## src/shared/tdh_pkg.sv

```systemverilog
// Purpose: Shared types and constants for the transfer descriptor header
// Assumes: 8-byte header, byte 0 first
// Notes: Field positions are bit indices within the 64-bit header image
package tdh_pkg;
   localparam int HDR_BYTES = 8;
   localparam int CNT_W = 10;
   // Field positions in the packed 64-bit header
   localparam int POS_XFER_CNT = 0;
   localparam int POS_TOGGLE = 10;
   localparam int POS_ACTIVE = 11;
   localparam int POS_STATUS = 12;
   localparam int POS_MAX_PKT = 16;
   localparam int POS_SPEED = 26;
   localparam int POS_LAST = 27;
   localparam int POS_EP_INDEX = 28;
   localparam int POS_REQ_CNT = 32;
   localparam int POS_TOKEN_DIR = 42;
   localparam int POS_SINGLE_TXN = 45;
   localparam int POS_DEV_ADDR = 48;
   localparam int POS_FORMAT = 55;
   // Completion status codes
   localparam logic [3:0] ST_OK = 4'h0;
   localparam logic [3:0] ST_CRC = 4'h1;
   localparam logic [3:0] ST_STUFF = 4'h2;
   localparam logic [3:0] ST_TOGGLE = 4'h3;
   localparam logic [3:0] ST_STALL = 4'h4;
   localparam logic [3:0] ST_NO_RESP = 4'h5;
   localparam logic [3:0] ST_PID_CHECK = 4'h6;
   localparam logic [3:0] ST_BAD_PID = 4'h7;
   localparam logic [3:0] ST_TOO_MUCH = 4'h8;
   localparam logic [3:0] ST_SHORT = 4'h9;
   localparam logic [3:0] ST_STORE_SLOW = 4'hC;
   localparam logic [3:0] ST_FETCH_SLOW = 4'hD;
   localparam logic [1:0] DIR_SETUP = 2'h0;
   localparam logic [1:0] DIR_OUT = 2'h1;
   localparam logic [1:0] DIR_IN = 2'h2;
   localparam logic [63:0] HDR_RESET = 64'h0;
   // Outcome of one transaction, reported by the packet engine
   typedef struct packed {
      logic crcErr;
      logic stuffErr;
      logic toggleErr;
      logic stall;
      logic noResp;
      logic pidCheckErr;
      logic badPid;
      logic tooMuch;
      logic storeSlow;
      logic fetchSlow;
      logic gotData;
      logic [9:0] bytes;
   } tdh_result_type;
   // Request fields decoded from the header
   typedef struct packed {
      logic [9:0] maxPacketLen;
      logic [3:0] endpointIndex;
      logic listLast;
      logic lowSpeed;
      logic [9:0] requestedCount;
      logic [1:0] tokenDirection;
      logic singleInterruptTxn;
      logic isoFormat;
      logic [6:0] deviceAddr;
   } tdh_request_type;
endpackage

```

## src/logic/tdh_engine.sv

```systemverilog
// Purpose: Interpret and write back one 8-byte transfer descriptor header
// Assumes: Packet engine reports each transaction on txnDone with result
// Notes: Header loaded whole; written back whole on retire
//
// Behaviour
// - Header is eight bytes ahead of payload
// - Write bytes moved into transferred count
// - Status 0000 on clean completion
// - Status 0001 CRC, 0010 bit stuffing
// - Status 0011 on toggle mismatch
// - Status 0100 and retire on STALL
// - Status 0101 on no response
// - Status 0110 on PID check failure
// - Status 0111 on unexpected PID
// - Status 1000 on too much data
// - Status 1001 on short IN packet
// - Status 1100 when storing too slow
// - Status 1101 when fetching too slow
// - Run only active; clear active on completion
// - Keep expected toggle, flip per data packet without CRC, stuffing or toggle error
// - Last flag stops the list walk
`timescale 1ns/100ps
module tdh_engine
(
   input wire logic mclk,
   input wire logic nrst,
   input wire logic hdrLoad,
   input wire logic [63:0] hdrIn,
   input wire logic txnDone,
   input wire tdh_pkg::tdh_result_type txnResult,
   output logic txnRequest,
   output tdh_pkg::tdh_request_type request,
   output logic [9:0] remainingCount,
   output logic expectedToggle,
   output logic hdrValid,
   output logic [63:0] hdrOut,
   output logic retirePulse,
   output logic listEnd
);
   typedef enum logic [2:0] {
      S_IDLE = 3'b001,
      S_RUN = 3'b010,
      S_DONE = 3'b100
   } tdh_state_type;

   tdh_state_type state_q;
   logic [63:0] hdr_q;
   logic [9:0] xferCnt_q;
   logic [3:0] status_q;
   logic toggle_q;
   logic retire_q;
   logic [3:0] errCode;
   logic finish;
   logic [10:0] newCnt;
   logic [9:0] reqCnt;

   assign request.maxPacketLen = hdr_q[tdh_pkg::POS_MAX_PKT +: 10];
   assign request.endpointIndex = hdr_q[tdh_pkg::POS_EP_INDEX +: 4];
   assign request.listLast = hdr_q[tdh_pkg::POS_LAST];
   assign request.lowSpeed = hdr_q[tdh_pkg::POS_SPEED];
   assign request.requestedCount = hdr_q[tdh_pkg::POS_REQ_CNT +: 10];
   assign request.tokenDirection = hdr_q[tdh_pkg::POS_TOKEN_DIR +: 2];
   assign request.singleInterruptTxn = hdr_q[tdh_pkg::POS_SINGLE_TXN];
   assign request.isoFormat = hdr_q[tdh_pkg::POS_FORMAT];
   assign request.deviceAddr = hdr_q[tdh_pkg::POS_DEV_ADDR +: 7];
   assign reqCnt = hdr_q[tdh_pkg::POS_REQ_CNT +: 10];

   // only an active header is executed
   assign txnRequest = (state_q == S_RUN);
   assign remainingCount = reqCnt - xferCnt_q;
   assign expectedToggle = toggle_q;
   assign hdrValid = (state_q == S_DONE);
   assign retirePulse = retire_q;
   // walk stops after a last-flagged header
   assign listEnd = (state_q == S_DONE) && request.listLast;
   assign newCnt = {1'b0, xferCnt_q} + {1'b0, txnResult.bytes};

   // Priority picks one code; handshake faults outrank data faults
   always_comb
   begin
      errCode = tdh_pkg::ST_OK;
      if (txnResult.stall)
         errCode = tdh_pkg::ST_STALL;
      else if (txnResult.noResp)
         errCode = tdh_pkg::ST_NO_RESP;
      else if (txnResult.pidCheckErr)
         errCode = tdh_pkg::ST_PID_CHECK;
      else if (txnResult.badPid)
         errCode = tdh_pkg::ST_BAD_PID;
      else if (txnResult.crcErr)
         errCode = tdh_pkg::ST_CRC;
      else if (txnResult.stuffErr)
         errCode = tdh_pkg::ST_STUFF;
      else if (txnResult.toggleErr)
         errCode = tdh_pkg::ST_TOGGLE;
      else if (txnResult.tooMuch || txnResult.bytes > request.maxPacketLen
               || newCnt > {1'b0, reqCnt})
         // more than packet size or room
         errCode = tdh_pkg::ST_TOO_MUCH;
      else if (txnResult.storeSlow)
         errCode = tdh_pkg::ST_STORE_SLOW;
      else if (txnResult.fetchSlow)
         errCode = tdh_pkg::ST_FETCH_SLOW;
      else if (request.tokenDirection == tdh_pkg::DIR_IN
               && txnResult.bytes < request.maxPacketLen
               && newCnt[9:0] < reqCnt)
         errCode = tdh_pkg::ST_SHORT;
   end

   // Done on error (short IN included), on full count, on isochronous format, or single interrupt txn
   assign finish = (errCode != tdh_pkg::ST_OK)
      || (newCnt[9:0] >= reqCnt)
      || request.isoFormat
      || request.singleInterruptTxn;

   always_ff @(posedge mclk or negedge nrst)
   begin
      if (!nrst)
         state_q <= S_IDLE;
      else
      begin
         case (state_q)
            S_IDLE:
               if (hdrLoad && hdrIn[tdh_pkg::POS_ACTIVE])
                  state_q <= S_RUN;
            S_RUN:
               if (txnDone && finish)
                  state_q <= S_DONE;
            S_DONE:
               if (hdrLoad && hdrIn[tdh_pkg::POS_ACTIVE])
                  state_q <= S_RUN;
            default:
               state_q <= S_IDLE;
         endcase
      end
   end

   always_ff @(posedge mclk or negedge nrst)
   begin
      if (!nrst)
         hdr_q <= tdh_pkg::HDR_RESET;
      else if (hdrLoad && state_q != S_RUN)
         hdr_q <= hdrIn;
   end

   always_ff @(posedge mclk or negedge nrst)
   begin
      if (!nrst)
         xferCnt_q <= 10'h000;
      else if (hdrLoad && state_q != S_RUN)
         xferCnt_q <= 10'h000;
      else if (state_q == S_RUN && txnDone)
         xferCnt_q <= (newCnt > {1'b0, reqCnt}) ? reqCnt : newCnt[9:0];
   end

   // only defined codes reach the status field
   always_ff @(posedge mclk or negedge nrst)
   begin
      if (!nrst)
         status_q <= tdh_pkg::ST_OK;
      else if (hdrLoad && state_q != S_RUN)
         status_q <= tdh_pkg::ST_OK;
      else if (state_q == S_RUN && txnDone)
         status_q <= errCode;
   end

   // toggle flips on each good data packet
   always_ff @(posedge mclk or negedge nrst)
   begin
      if (!nrst)
         toggle_q <= 1'b0;
      else if (hdrLoad && state_q != S_RUN)
         toggle_q <= hdrIn[tdh_pkg::POS_TOGGLE];
      else if (state_q == S_RUN && txnDone && txnResult.gotData
               && errCode != tdh_pkg::ST_TOGGLE
               && errCode != tdh_pkg::ST_CRC
               && errCode != tdh_pkg::ST_STUFF)
         toggle_q <= ~toggle_q;
   end

   always_ff @(posedge mclk or negedge nrst)
   begin
      if (!nrst)
         retire_q <= 1'b0;
      else
         retire_q <= (state_q == S_RUN) && txnDone && finish;
   end

   always_comb
   begin
      hdrOut = hdr_q;
      hdrOut[tdh_pkg::POS_XFER_CNT +: 10] = xferCnt_q;
      hdrOut[tdh_pkg::POS_TOGGLE] = toggle_q;
      hdrOut[tdh_pkg::POS_ACTIVE] = (state_q == S_RUN);
      hdrOut[tdh_pkg::POS_STATUS +: 4] = status_q;
      hdrOut[63:56] = 8'h00;
   end

   a_active_cleared: assert property (@(posedge mclk) disable iff (!nrst)
      retire_q |-> !hdrOut[tdh_pkg::POS_ACTIVE])
      else $error("active flag not cleared on retire");
   a_stall_retires: assert property (@(posedge mclk) disable iff (!nrst)
      (state_q == S_RUN && txnDone && txnResult.stall)
      |=> retire_q && status_q == tdh_pkg::ST_STALL)
      else $error("stall did not retire with status 0100");
   a_no_reserved: assert property (@(posedge mclk) disable iff (!nrst)
      status_q != 4'hA && status_q != 4'hB
      && status_q != 4'hE && status_q != 4'hF)
      else $error("reserved status code written");
   a_noresp_code: assert property (@(posedge mclk) disable iff (!nrst)
      (state_q == S_RUN && txnDone && txnResult.noResp)
      |=> status_q == tdh_pkg::ST_NO_RESP)
      else $error("no response not reported");
   a_crc_code: assert property (@(posedge mclk) disable iff (!nrst)
      (state_q == S_RUN && txnDone && errCode == tdh_pkg::ST_CRC)
      |=> status_q == tdh_pkg::ST_CRC && $stable(toggle_q))
      else $error("crc error mishandled");
   a_count_bound: assert property (@(posedge mclk) disable iff (!nrst)
      xferCnt_q <= reqCnt || state_q == S_IDLE)
      else $error("transferred count above requested");
   a_toggle_flip: assert property (@(posedge mclk) disable iff (!nrst)
      (state_q == S_RUN && txnDone && errCode == tdh_pkg::ST_OK
       && txnResult.gotData) |=> toggle_q != $past(toggle_q))
      else $error("toggle not updated");
   a_idle_quiet: assert property (@(posedge mclk) disable iff (!nrst)
      (hdrLoad && state_q != S_RUN && !hdrIn[tdh_pkg::POS_ACTIVE])
      |=> !txnRequest [*2])
      else $error("inactive header executed");
   a_reserved_byte: assert property (@(posedge mclk) disable iff (!nrst)
      hdrOut[63:56] == 8'h00)
      else $error("reserved byte not zero");
   a_last_stops: assert property (@(posedge mclk) disable iff (!nrst)
      (retire_q && request.listLast) |-> listEnd)
      else $error("list end not flagged");

   c_clean: cover property (@(posedge mclk) disable iff (!nrst)
      retire_q && status_q == tdh_pkg::ST_OK);
   c_short: cover property (@(posedge mclk) disable iff (!nrst)
      retire_q && status_q == tdh_pkg::ST_SHORT);
   c_stall: cover property (@(posedge mclk) disable iff (!nrst)
      retire_q && status_q == tdh_pkg::ST_STALL);
   c_multi: cover property (@(posedge mclk) disable iff (!nrst)
      txnDone && !finish && txnRequest);
endmodule

```

## config.mk

```make
export PLATFORM = sky130hd
export DESIGN_NAME = tdh_engine
export DESIGN_NICKNAME = d
export VERILOG_FILES = /design/src/shared/tdh_pkg.sv /design/src/logic/tdh_engine.sv
export SDC_FILE = /design/constraint.sdc
export NUM_CORES = 1
export LEC_CHECK = 0
export BUFFER_PORTS_ARGS = -buffer_cell sky130_fd_sc_hd__buf_2
export CELL_PAD_IN_SITES_DETAIL_PLACEMENT = 0
export CELL_PAD_IN_SITES_GLOBAL_PLACEMENT = 1
export CORE_MARGIN = 10
export CORE_UTILIZATION = 36
export DETAILED_ROUTE_END_ITERATION = 6
export PLACE_DENSITY_LB_ADDON = 0.1
export SYNTH_ARGS = -nofsm -noshare
export SYNTH_HDL_FRONTEND = slang
export SYNTH_SLANG_ARGS = --single-unit
```

## constraint.sdc

```tcl
create_clock -name mclk -period 11.15 [get_ports mclk]
set_input_delay 1.115 -clock mclk [delete_from_list [all_inputs] [get_ports mclk]]
set_output_delay 1.115 -clock mclk [all_outputs]
set_load 0.005 [all_outputs]
```

[After elaboration in Yosys (flattened, before gate mapping)]
Index checks and enable logic that the tools add are counted.
Cells by class
  add/subtract/negate cells: 2
  $lt $le $gt $ge: 5
  equal/unequal tests: 10
  mux-type cells: 21
  bitwise operators: 1
  reductions and logical operators: 22
Operator list (count)
  4-bit two-way mux: 13
  10-bit two-way mux: 3
  10-bit less-than comparator: 2
  1-bit logical AND: 12
  10-bit by 10-bit adder with 11-bit output: 1
  11-bit by 10-bit greater-than comparator with 1-bit output: 1
  10-bit greater-or-equal comparator: 1
  10-bit greater-than comparator: 1
  10-bit subtractor: 1
  4-bit by 2-bit != test with 1-bit output, second input constant: 2
  3-bit two-way mux: 2
  3-bit case mux with 2 select lines: 1
  1-bit logical OR: 5
  2-bit by 1-bit != test with 1-bit output, second input constant: 2
  4-bit by 1-bit != test with 1-bit output, second input constant: 1
  2-bit nonzero test: 2
  4-bit nonzero test: 1
  3-bit by 1-bit == test with 1-bit output, second input constant: 1
  3-bit by 2-bit == test with 1-bit output, second input constant: 1
  3-bit == test, second input constant: 1
  3-bit by 2-bit != test with 1-bit output, second input constant: 1
  2-bit == test, second input constant: 1
  1-bit two-way mux: 2
  2-bit AND reduction: 1
  other kinds (2): 2
Word-level totals
  register bits: 75
  output and inout bits: 116
  logic and storage cells: 67

[Logic depth before layout (Yosys ltp)]
Gate-level depths: netlist of run 1.
  depth in word-level cells: 21
  depth in mapped cells: 18

[Worst setup path before layout of run 1]
No wires, ideal clock.
  kind: in2reg
  start point: input txnResult[1] in the netlist's numbering
  end point: register state_q[2]
  arrival time: 4714 ps
  required time: 11029 ps
  path slack: 6315 ps
  stages: 16
  path buffers: 0
  cell sequence: ha_1 > a21o_1 > a21oi_1 > o21bai_1 > a2111o_1 > a31oi_1 > o21bai_1 > xor2_1 > ha_1 > and4_1 > nand2_1 > o31a_1 > o221a_4 > and4b_1 > or4_4 > a22o_1
On the way
  longest elaborated chain between the ends: 21
  elaborated cells between the ends (all ways): 28
RTL lines
  from (decl): line tdh_engine.sv:30  | input wire tdh_pkg::tdh_result_type txnResult,
  10-bit by 10-bit adder with 11-bit output / 10-bit less-than comparator (equally long branches): line tdh_engine.sv:76, tdh_engine.sv:105
  10-bit less-than comparator / 1-bit logical AND (equally long branches): line tdh_engine.sv:106, tdh_engine.sv:105
  1-bit logical AND: line tdh_engine.sv:106  | && newCnt[9:0] < reqCnt)
  4-bit two-way mux: line tdh_engine.sv:104  | else if (request.tokenDirection == tdh_pkg::DIR_IN
  4-bit two-way mux: line tdh_engine.sv:102  | else if (txnResult.fetchSlow)
  4-bit two-way mux: line tdh_engine.sv:100  | else if (txnResult.storeSlow)
  4-bit two-way mux: line tdh_engine.sv:96  | else if (txnResult.tooMuch || txnResult.bytes > request.maxPacketLen
  4-bit two-way mux: line tdh_engine.sv:94  | else if (txnResult.toggleErr)
  [5 not listed]
  4-bit two-way mux: line tdh_engine.sv:82  | if (txnResult.stall)
  4-bit nonzero test: line tdh_engine.sv:111  | assign finish = (errCode != tdh_pkg::ST_OK)
  1-bit logical OR *: line tdh_engine.sv:112  | || (newCnt[9:0] >= reqCnt)
  1-bit logical OR *: line tdh_engine.sv:113  | || request.isoFormat
  1-bit logical OR *: line tdh_engine.sv:114  | || request.singleInterruptTxn;
  1-bit logical AND *: line tdh_engine.sv:127  | if (txnDone && finish)
  2-bit by 1-bit != test with 1-bit output (no line) *
  2-bit AND reduction (no line) *
  to (signal assigned): line tdh_engine.sv:119  | state_q <= S_IDLE;
  to (signal assigned): line tdh_engine.sv:128  | state_q <= S_DONE;
  to (signal assigned): line tdh_engine.sv:131  | state_q <= S_RUN;
  to (decl): line tdh_engine.sv:46  | tdh_state_type state_q;
Every way passes the cells marked *; elsewhere a longest branch is shown, timed or not.
A chain may end at the register's enable or synchronous reset.

[Worst setup path after layout of run 1]
Same ends and word-level chain as after synthesis.

==> results.md, run 1 <==
- Depth of the worst register-to-register path: 16
- Leakage dissipation: 2.70 nW
- Horiz. Die Dim: 127 um
- Slew HR: 0.477
- Max Freq: 196 MHz
- Final Hold Viols: 0
- Crit path DAT: 5.34 ns
- Number of H-tree levels: 3
- Proportion of power drawn by the clock network: 0.410
- Worst Clk Skew: 0.00787 ns
- Number of failing setup endpoints in the final timing report: 0
- Fraction of synthesized area in multiplexers: 0.109
- Commonest cells in the netlist: 58 x sky130_fd_sc_hd__dfrtp_1, 47 x sky130_fd_sc_hd__buf_4, 45 x sky130_fd_sc_hd__inv_1
- Number of slew-limit violations in the final report: 0
- Most numerous cell in the Yosys netlist: sky130_fd_sc_hd__dfrtp_1
- Layout overhead on the synthesized area: 25.0%
- Number of antenna violations at the first check in global routing: 1
- Critical path type: input pin to flip-flop
- Net Switching: 0.208 mW
- Post-CTS setup-driven buffer insertion count: 0
- Clock slew at reported path FFs: 0.05 ns
- Number of nets in the finished design: 696
- Post-DR vias/cell: 4.71
- Worst-case clock buffer depth: 2
- Routed wirelength normalized by instance count: 15.8 um
- Crit. End Element: flip-flop
- Hold-critical path depth: 2
- Share of total power consumed by net switching: 0.285
- Count of pins on the block boundary: 205
- Gate count of the mapped netlist: 429
- CP max FO: 23
- Root Buffer Master: sky130_fd_sc_hd__clkbuf_16
- FP Rows: 39
- Area leader, netlist: sky130_fd_sc_hd__dfrtp_1
- Dominant combinational cell family by area after synthesis: buffers and inverters
- Setup crit start kind: input pin
- Number of clock sinks: 59
- Worst Tran Pin Value: 0.784 ns
- Max-cap viol count: 0
- Share of the synthesized area in compound gates (AO/OA/AOI/OAI): 0.132
- Largest voltage drop on the vdd net: 0.000111 V
- Final critical path time including I/O delays and setup: 5.11 ns
- Power share of the combinational group: 0.246
- Period utilization: 0.459
- Via total after detailed routing: 3361
- TritonCTS Buffers: 9
- Flip-flop cell with the highest count after synthesis: sky130_fd_sc_hd__dfrtp_1
- Dpl hpwl: 9290 um
- Cell internal pwr: 0.522 mW
- Count of warnings emitted by yosys: 0
- Hold buffer count at CTS: 0
- Maximum number of pins on one net before global-route repair: 60
- Die Y: 127 um
- CP Data Required Time: 11.37 ns
- Final estimated routing congestion in global placement: 0.784
- Initial DRC count: 104
- Antenna cell count: 0
- Total of buffers placed on input and output ports: 174
- Total global routing track utilization: 0.140
- Ratio of cells with drive above 1 in the final layout: 0.419
- Fraction of power consumed by sequential logic: 0.344
- Post-synth ARST share: 1.00
- Power density of the placed cells: 142 nW/um2
- Total power: 0.730 mW
- Adder-cell share of the synthesized area: 0.128
- Setup Total Neg Slack: 0 ns
- Top cells by area in the synthesized netlist: sky130_fd_sc_hd__dfrtp_1 35%, sky130_fd_sc_hd__ha_1 12%, sky130_fd_sc_hd__mux2_2 11%, sky130_fd_sc_hd__buf_4 8.5%, sky130_fd_sc_hd__inv_1 4.1%
- Overflow after GRT: 0
- TritonCTS clock tree: built
- Seq cells post-synth: 59
- XOR/XNOR Fraction of Synth Area: 0.0339
- Area of the die: 16100 um2
- Mapped Avg Cell Area: 9.62 um2
- Starting density of the core: 0.365
- Summed instance area of the synthesized netlist: 4130 um2
- Seq/Total Area, Yosys: 0.358
- Clock latency on the worst-skew pair: 0.33 ns
- Detailed Routing Iterations Pass 1: 4
- Count of flip-flops with a built-in enable after synthesis: 0
- Result of the run: finished, final reports clean
- First-pass GRT wire length: 18300 um
- Yosys top cell area share: 0.352
- Count of unresolved DRC violations after routing: 0
- Setup repair after global routing missed its margin: false
- Worst min-delay path category: flip-flop to flip-flop
- Via count of the first global-routing pass: 3713
- Count of cell types in the netlist: 47
- Final ANT Viol Nets: 0
- Cts repair resizes: 0
- Area of the core region: 11300 um2
- Routed wire length: 11300 um
- Simple-Gate Fraction of Synth Area: 0.102
cell type report:
type                       count  area (um2)
sequential                    59        1480
tap                          143         179
timing repair buffer         176         886
fill                        1132        6160
clock buffer                  11         243
inverter                      45         169
multi-input combinational    275        2130
clock inverter                 5        77.6
worst max-delay path, stage by stage:
cell,delay [ns]
sky130_fd_sc_hd__buf_2,0.12
sky130_fd_sc_hd__ha_1,0.29
sky130_fd_sc_hd__a21o_1,0.18
sky130_fd_sc_hd__a21oi_1,0.23
sky130_fd_sc_hd__o21bai_1,0.12
sky130_fd_sc_hd__a2111o_1,0.44
sky130_fd_sc_hd__a31oi_1,0.19
sky130_fd_sc_hd__o21bai_1,0.09
sky130_fd_sc_hd__xor2_1,0.21
sky130_fd_sc_hd__ha_1,0.28
sky130_fd_sc_hd__and4_1,0.17
sky130_fd_sc_hd__a211oi_1,0.24
sky130_fd_sc_hd__o31a_1,0.29
sky130_fd_sc_hd__o221a_4,0.39
sky130_fd_sc_hd__a31oi_1,0.17
sky130_fd_sc_hd__or4_4,0.58
sky130_fd_sc_hd__a22o_1,0.24
cell families after synthesis:
| group | Yosys count |
|---|---|
| buffers and inverters | 102 |
| other | 1 |
| adder cells (fa/ha/maj) | 41 |
| multiplexers | 40 |
| flip-flops | 59 |
| AND/OR/NAND/NOR | 90 |
| XOR/XNOR | 16 |
| AO/OA/AOI/OAI | 80 |
registers in the layout, indices dropped and copies added (netlist names):
| signal | flops |
|---|---|
| xferCnt_q | 10 |
| state_q | 3 |
| retirePulse | 1 |
| expectedToggle | 1 |
| hdr_q | 40 |
| status_q | 4 |
layer usage:
| layer | part of all wire | wire length (um) | global-route usage | vias up |
|---|---|---|---|---|
| met3 | 0.084 | 950 | 0.0583 | 14 |
| met4 | 0.016 | 182 | 0.0563 | 2 |
| met1 | 0.44 | 4920 | 0.164 | 1535 |
| met5 | 0.0012 | 14 | 0 | - |
| li1 | - | - | - | 1694 |
| met2 | 0.46 | 5200 | 0.222 | 116 |
final timing paths:
check	start	endpoint	slack [ns]
max in group asynchronous	nrst	hdr_q[18]	9.68
hold / removal	status_q[2]	status_q[2]	0.47
min in group asynchronous	nrst	state_q[2]	0.95
setup / recovery	txnResult[1]	state_q[2]	6.04
hold reg to reg	status_q[2]	status_q[2]	0.47
setup reg to reg	xferCnt_q[1]	state_q[2]	6.48
power by group through the flow:
stage          Clock (mW)  Sequential (mW)  Combinational [mW]
2_1_floorplan           0            0.253               0.124
3_3_place_gp            0            0.254               0.181
5_1_grt             0.317            0.255               0.207
4_1_cts             0.306            0.252               0.184
3_5_place_dp            0            0.255               0.183
6_report            0.300            0.251               0.180
cell usage in the layout, fill, tap and decap left out, types with 3 or more instances in the layout:
master / n
sky130_fd_sc_hd__nand2b_1: 6
sky130_fd_sc_hd__xor2_1: 5
sky130_fd_sc_hd__clkbuf_16: 9
sky130_fd_sc_hd__o21bai_1: 3
sky130_fd_sc_hd__inv_1: 45
sky130_fd_sc_hd__buf_2: 174
sky130_fd_sc_hd__nor2_1: 31
sky130_fd_sc_hd__dfrtp_1: 58
sky130_fd_sc_hd__a211oi_1: 5
sky130_fd_sc_hd__xnor2_1: 11
sky130_fd_sc_hd__mux2_2: 40
sky130_fd_sc_hd__nor3_1: 9
sky130_fd_sc_hd__nor2b_1: 3
sky130_fd_sc_hd__a21boi_0: 3
sky130_fd_sc_hd__a21oi_1: 23
sky130_fd_sc_hd__a31oi_1: 3
sky130_fd_sc_hd__o21ai_0: 20
sky130_fd_sc_hd__a21o_1: 5
sky130_fd_sc_hd__ha_1: 39
sky130_fd_sc_hd__conb_1: 8
sky130_fd_sc_hd__and2_1: 4
sky130_fd_sc_hd__nand2_1: 25
metrics by stage:
step / area [um2] / hold slack [ns] / utilization / cells / setup slack, ns
2_1_floorplan: 4150 / 0.473 / - / 436 / 6.32
3_3_place_gp: 4840 / 0.459 / 0.427 / 698 / 5.67
3_5_place_dp: 4840 / 0.465 / 0.427 / 698 / 5.66
4_1_cts: 5160 / 0.477 / 0.456 / 714 / 6.00
5_1_grt: 5160 / 0.501 / 0.456 / 714 / 5.73
6_report: 5160 / 0.473 / 0.456 / 714 / 6.04
Power figures use the tool's default switching activity.
==> inputs of run 2 (changes only) <==
ABC_AREA = 1   (was not set)
CORE_UTILIZATION = 32   (was 36)
clock period = 5.1 ns   (was 11.15 ns; I/O delays follow)
==> run 2 against run 1 <==
Compared with the run above:
- power rose to 4.1 times the previous value
- sequential power grew to 2.9 times the previous value
- area after synthesis up 0.91%
- critical endpoint unchanged
==> results.md, run 2 <==
- Result of the run: finished, final reports clean
- Leakage dissipation: 3.04 nW (+13%)
- Hold WS: 0.358 ns (-0.116 ns)
- Gate count of the mapped netlist: 550 (+28%)
- Antenna cell count: 0 (unchanged)
- Seq cells post-synth: 59 (unchanged)
- Slew HR: 0.335 (-0.143)
- Clock latency on the worst-skew pair: 0.34 ns (about the same)
- Routed wirelength normalized by instance count: 14.9 um (-5.3%)
- Period utilization: 0.838
- Die Y: 134 um (+5.5%)
- First-pass GRT wire length: 20400 um (+12%)
- Yosys top cell area share: 0.348 (-0.00317)
- Number of nets in the finished design: 816 (+17%)
- Non-filler instance count after layout: 863 (+21%)
- Biggest register: hdr_q
- Detailed Routing Iterations Pass 1: 4 (unchanged)
- Final critical path time including I/O delays and setup: 4.28 ns
- CP max FO: 14 (-39%)
- Number of slew-limit violations in the final report: 0 (unchanged)
- Routed wire length: 12900 um (+14%)
- Worst min-delay path category: input pin to async pin
- Flip-flop count of the largest register, all copies and words added: 40 (unchanged)
- Slack of the worst reg-to-reg path: 0.82 ns (-5.66 ns)
- TritonCTS clock tree: built
- Total power: 2.97 mW (+310%)
- Overflow after GRT: 0 (unchanged)
- Setup ws final: 0.824 ns (-5.21 ns)
- Power density of the placed cells: 570 nW/um2 (+300%)
- Max Freq: 234 MHz
- Seq/Total Area, Yosys: 0.355 (-0.00323)
- Crit path DAT: 4.55 ns (-0.79 ns)
- Initial DRC count: 146 (+40%)
- Crit. End Element: flip-flop
- Area leader, netlist: sky130_fd_sc_hd__dfrtp_1
- Area of the core region: 12700 um2 (+12%)
- Most common library cell in the layout ignoring fill and taps: sky130_fd_sc_hd__buf_2
- Depth of the worst register-to-register path: 25 (+9)
- Worst Clk Skew: 0.00617 ns (-0.00170 ns)
- Setup repair after global routing missed its margin: false
- Horiz. Die Dim: 134 um (+5.5%)
- Most numerous cell in the Yosys netlist: sky130_fd_sc_hd__nand2_1
- Mapped Avg Cell Area: 7.57 um2 (-21%)
- Setup Total Neg Slack: 0 ns (unchanged)
- Dpl hpwl: 10100 um (+9.1%)
- Finished Cell Area: 5220 um2 (+1.1%)
- Post-placement setup slack: 0.571 ns (-5.09 ns)
- Clock slew at reported path FFs: 0.05 ns (about the same)
- TritonCTS Buffers: 9 (unchanged)
- Starting density of the core: 0.329 (-0.0359)
- Critical path type: flip-flop to flip-flop
- Count of unresolved DRC violations after routing: 0 (unchanged)
- Number of clock sinks: 59 (unchanged)
- Placed inst area: 4900 um2 (+1.2%)
- Count of warnings emitted by yosys: 0 (unchanged)
- Total of buffers placed on input and output ports: 174 (unchanged)
- CP startpoint: xferCnt_q[0]
- Commonest cells in the netlist: 152 x sky130_fd_sc_hd__nand2_1, 82 x sky130_fd_sc_hd__inv_1, 58 x sky130_fd_sc_hd__dfrtp_1
- Placed Cells: 847 (+21%)
- Setup crit start kind: flip-flop
- Post-synth ARST share: 1.00 (unchanged)
- Number of H-tree levels: 3 (unchanged)
- Area of the die: 18000 um2 (+11%)
- CP Data Required Time: 5.37 ns (-6.00 ns)
- Via count of the first global-routing pass: 3939 (+6.1%)
- Number of failing setup endpoints in the final timing report: 0 (unchanged)
- Root Buffer Master: sky130_fd_sc_hd__clkbuf_16
- Reg-to-Reg End: state_q[2]
- Layout overhead on the synthesized area: 25.3%
- Summed instance area of the synthesized netlist: 4170 um2 (+0.91%)
- Ratio of cells with drive above 1 in the final layout: 0.294 (-0.125)
- Largest voltage drop on the vdd net: 0.000239 V (+120%)
- Max-cap viol count: 0 (unchanged)
- Flip-flop cell with the highest count after synthesis: sky130_fd_sc_hd__dfrtp_1
- Cts repair resizes: 0 (unchanged)
- Post-DR vias/cell: 4.35 (-7.6%)
- Most used cells in the layout excluding fill and tap cells: 174 x sky130_fd_sc_hd__buf_2, 152 x sky130_fd_sc_hd__nand2_1, 82 x sky130_fd_sc_hd__inv_1
- Count of flip-flops with a built-in enable after synthesis: 0 (unchanged)
- Worst-case clock buffer depth: 2 (unchanged)
- Final ANT Viol Nets: 0 (unchanged)
- Leading registers by flop count: hdr_q (40), xferCnt_q (10), status_q (4)
- Top cells by area in the synthesized netlist: sky130_fd_sc_hd__dfrtp_1 35%, sky130_fd_sc_hd__nand2_1 14%, sky130_fd_sc_hd__ha_1 12%, sky130_fd_sc_hd__buf_4 8.5%, sky130_fd_sc_hd__inv_1 7.4%
- Count of pins on the block boundary: 205 (unchanged)
- Maximum number of pins on one net before global-route repair: 64 (+6.7%)
- Number of fillers in the final layout: 1380 (+22%)
- Post-route core utilization: 0.412 (-0.0440)
- Final estimated routing congestion in global placement: 0.784 (about the same)
- Count of cell types in the netlist: 33 (-30%)
- Hold buffer count at CTS: 0 (unchanged)
- Via total after detailed routing: 3754 (+12%)
- Beginning of the worst register-to-register path: xferCnt_q[0]
- Post-CTS setup-driven buffer insertion count: 0 (unchanged)
- Worst Tran Pin Value: 0.997 ns (+0.213 ns)
- Capturing instance or port of the critical path: state_q[2]
- Final Hold Viols: 0 (unchanged)
- Total global routing track utilization: 0.143 (+0.00257)
- Number of antenna violations at the first check in global routing: 0 (-1)
- FP Rows: 41 (+5.1%)
## run 2: critical path: stages, from the launching register on
cell and delay [ns]:
sky130_fd_sc_hd__dfrtp_1 0.41, sky130_fd_sc_hd__ha_1 0.20, sky130_fd_sc_hd__inv_1 0.06, sky130_fd_sc_hd__fa_1 0.43
sky130_fd_sc_hd__nor3_1 0.22, sky130_fd_sc_hd__nor2_1 0.09, sky130_fd_sc_hd__o21ai_0 0.33, sky130_fd_sc_hd__a31oi_1 0.17
sky130_fd_sc_hd__xnor2_1 0.18, sky130_fd_sc_hd__ha_1 0.28, sky130_fd_sc_hd__nand2_1 0.06, sky130_fd_sc_hd__nor2_1 0.19
sky130_fd_sc_hd__nand3_1 0.10, sky130_fd_sc_hd__nand3_1 0.16, sky130_fd_sc_hd__nand2_1 0.09, sky130_fd_sc_hd__nand2_2 0.28
sky130_fd_sc_hd__nor2_4 0.09, sky130_fd_sc_hd__a31oi_1 0.19, sky130_fd_sc_hd__nand2_1 0.11, sky130_fd_sc_hd__nor3_2 0.12
sky130_fd_sc_hd__nand3_1 0.11, sky130_fd_sc_hd__nand2_1 0.09, sky130_fd_sc_hd__nand2_1 0.06, sky130_fd_sc_hd__nand2_1 0.08
sky130_fd_sc_hd__nand2_1 0.04, sky130_fd_sc_hd__nand2_1 0.05
## run 2: kinds of logic (layout without fill, tap and decap cells)
family                   count (synthesis)  after routing  share of synthesized area
XOR/XNOR                                17             17                     0.0357
buffers and inverters                  142            276                      0.171
flip-flops                              59             59                      0.355
other                                    1              8                   0.000900
AO/OA/AOI/OAI                           84             84                      0.110
AND/OR/NAND/NOR                        206            206                      0.201
adder cells (fa/ha/maj)                 41             41                      0.127
## run 2: report_power, final
group | leakage, nW | internal, mW | switching (mW) | total [mW]
Clock | 0.156 | 0.439 | 0.226 | 0.665
Sequential | 0.744 | 0.611 | 0.124 | 0.735
Combinational | 2.14 | 0.627 | 0.948 | 1.57
Total | 3.04 | 1.68 | 1.30 | 2.97
## run 2: final cells by class
| type | instances | area (um2) | share of cell area |
|---|---|---|---|
| timing repair buffer | 176 | 886 | 0.170 |
| clock buffer | 11 | 243 | 0.0465 |
| tap | 172 | 215 | 0.0412 |
| inverter | 84 | 315 | 0.0604 |
| sequential | 59 | 1480 | 0.283 |
| clock inverter | 5 | 77.6 | 0.0149 |
| multi-input combinational | 356 | 2000 | 0.384 |
## run 2: worst min path at each step
stage | end | cells after the start
2_1_floorplan | expectedToggle | 0
4_1_cts | hdr_q[44] | 3
6_report | hdr_q[20] | 2
3_3_place_gp | hdr_q[44] | 2
5_1_grt | hdr_q[46] | 3
3_5_place_dp | hdr_q[46] | 2
## run 2: per-layer routing
metal / up-vias / global-route usage / share of wire
met5: - / 0 / 0
met4: 0 / 0.0490 / 0.013
met1: 1668 / 0.174 / 0.45
li1: 1961 / - / -
met2: 112 / 0.232 / 0.46
met3: 13 / 0.0456 / 0.074
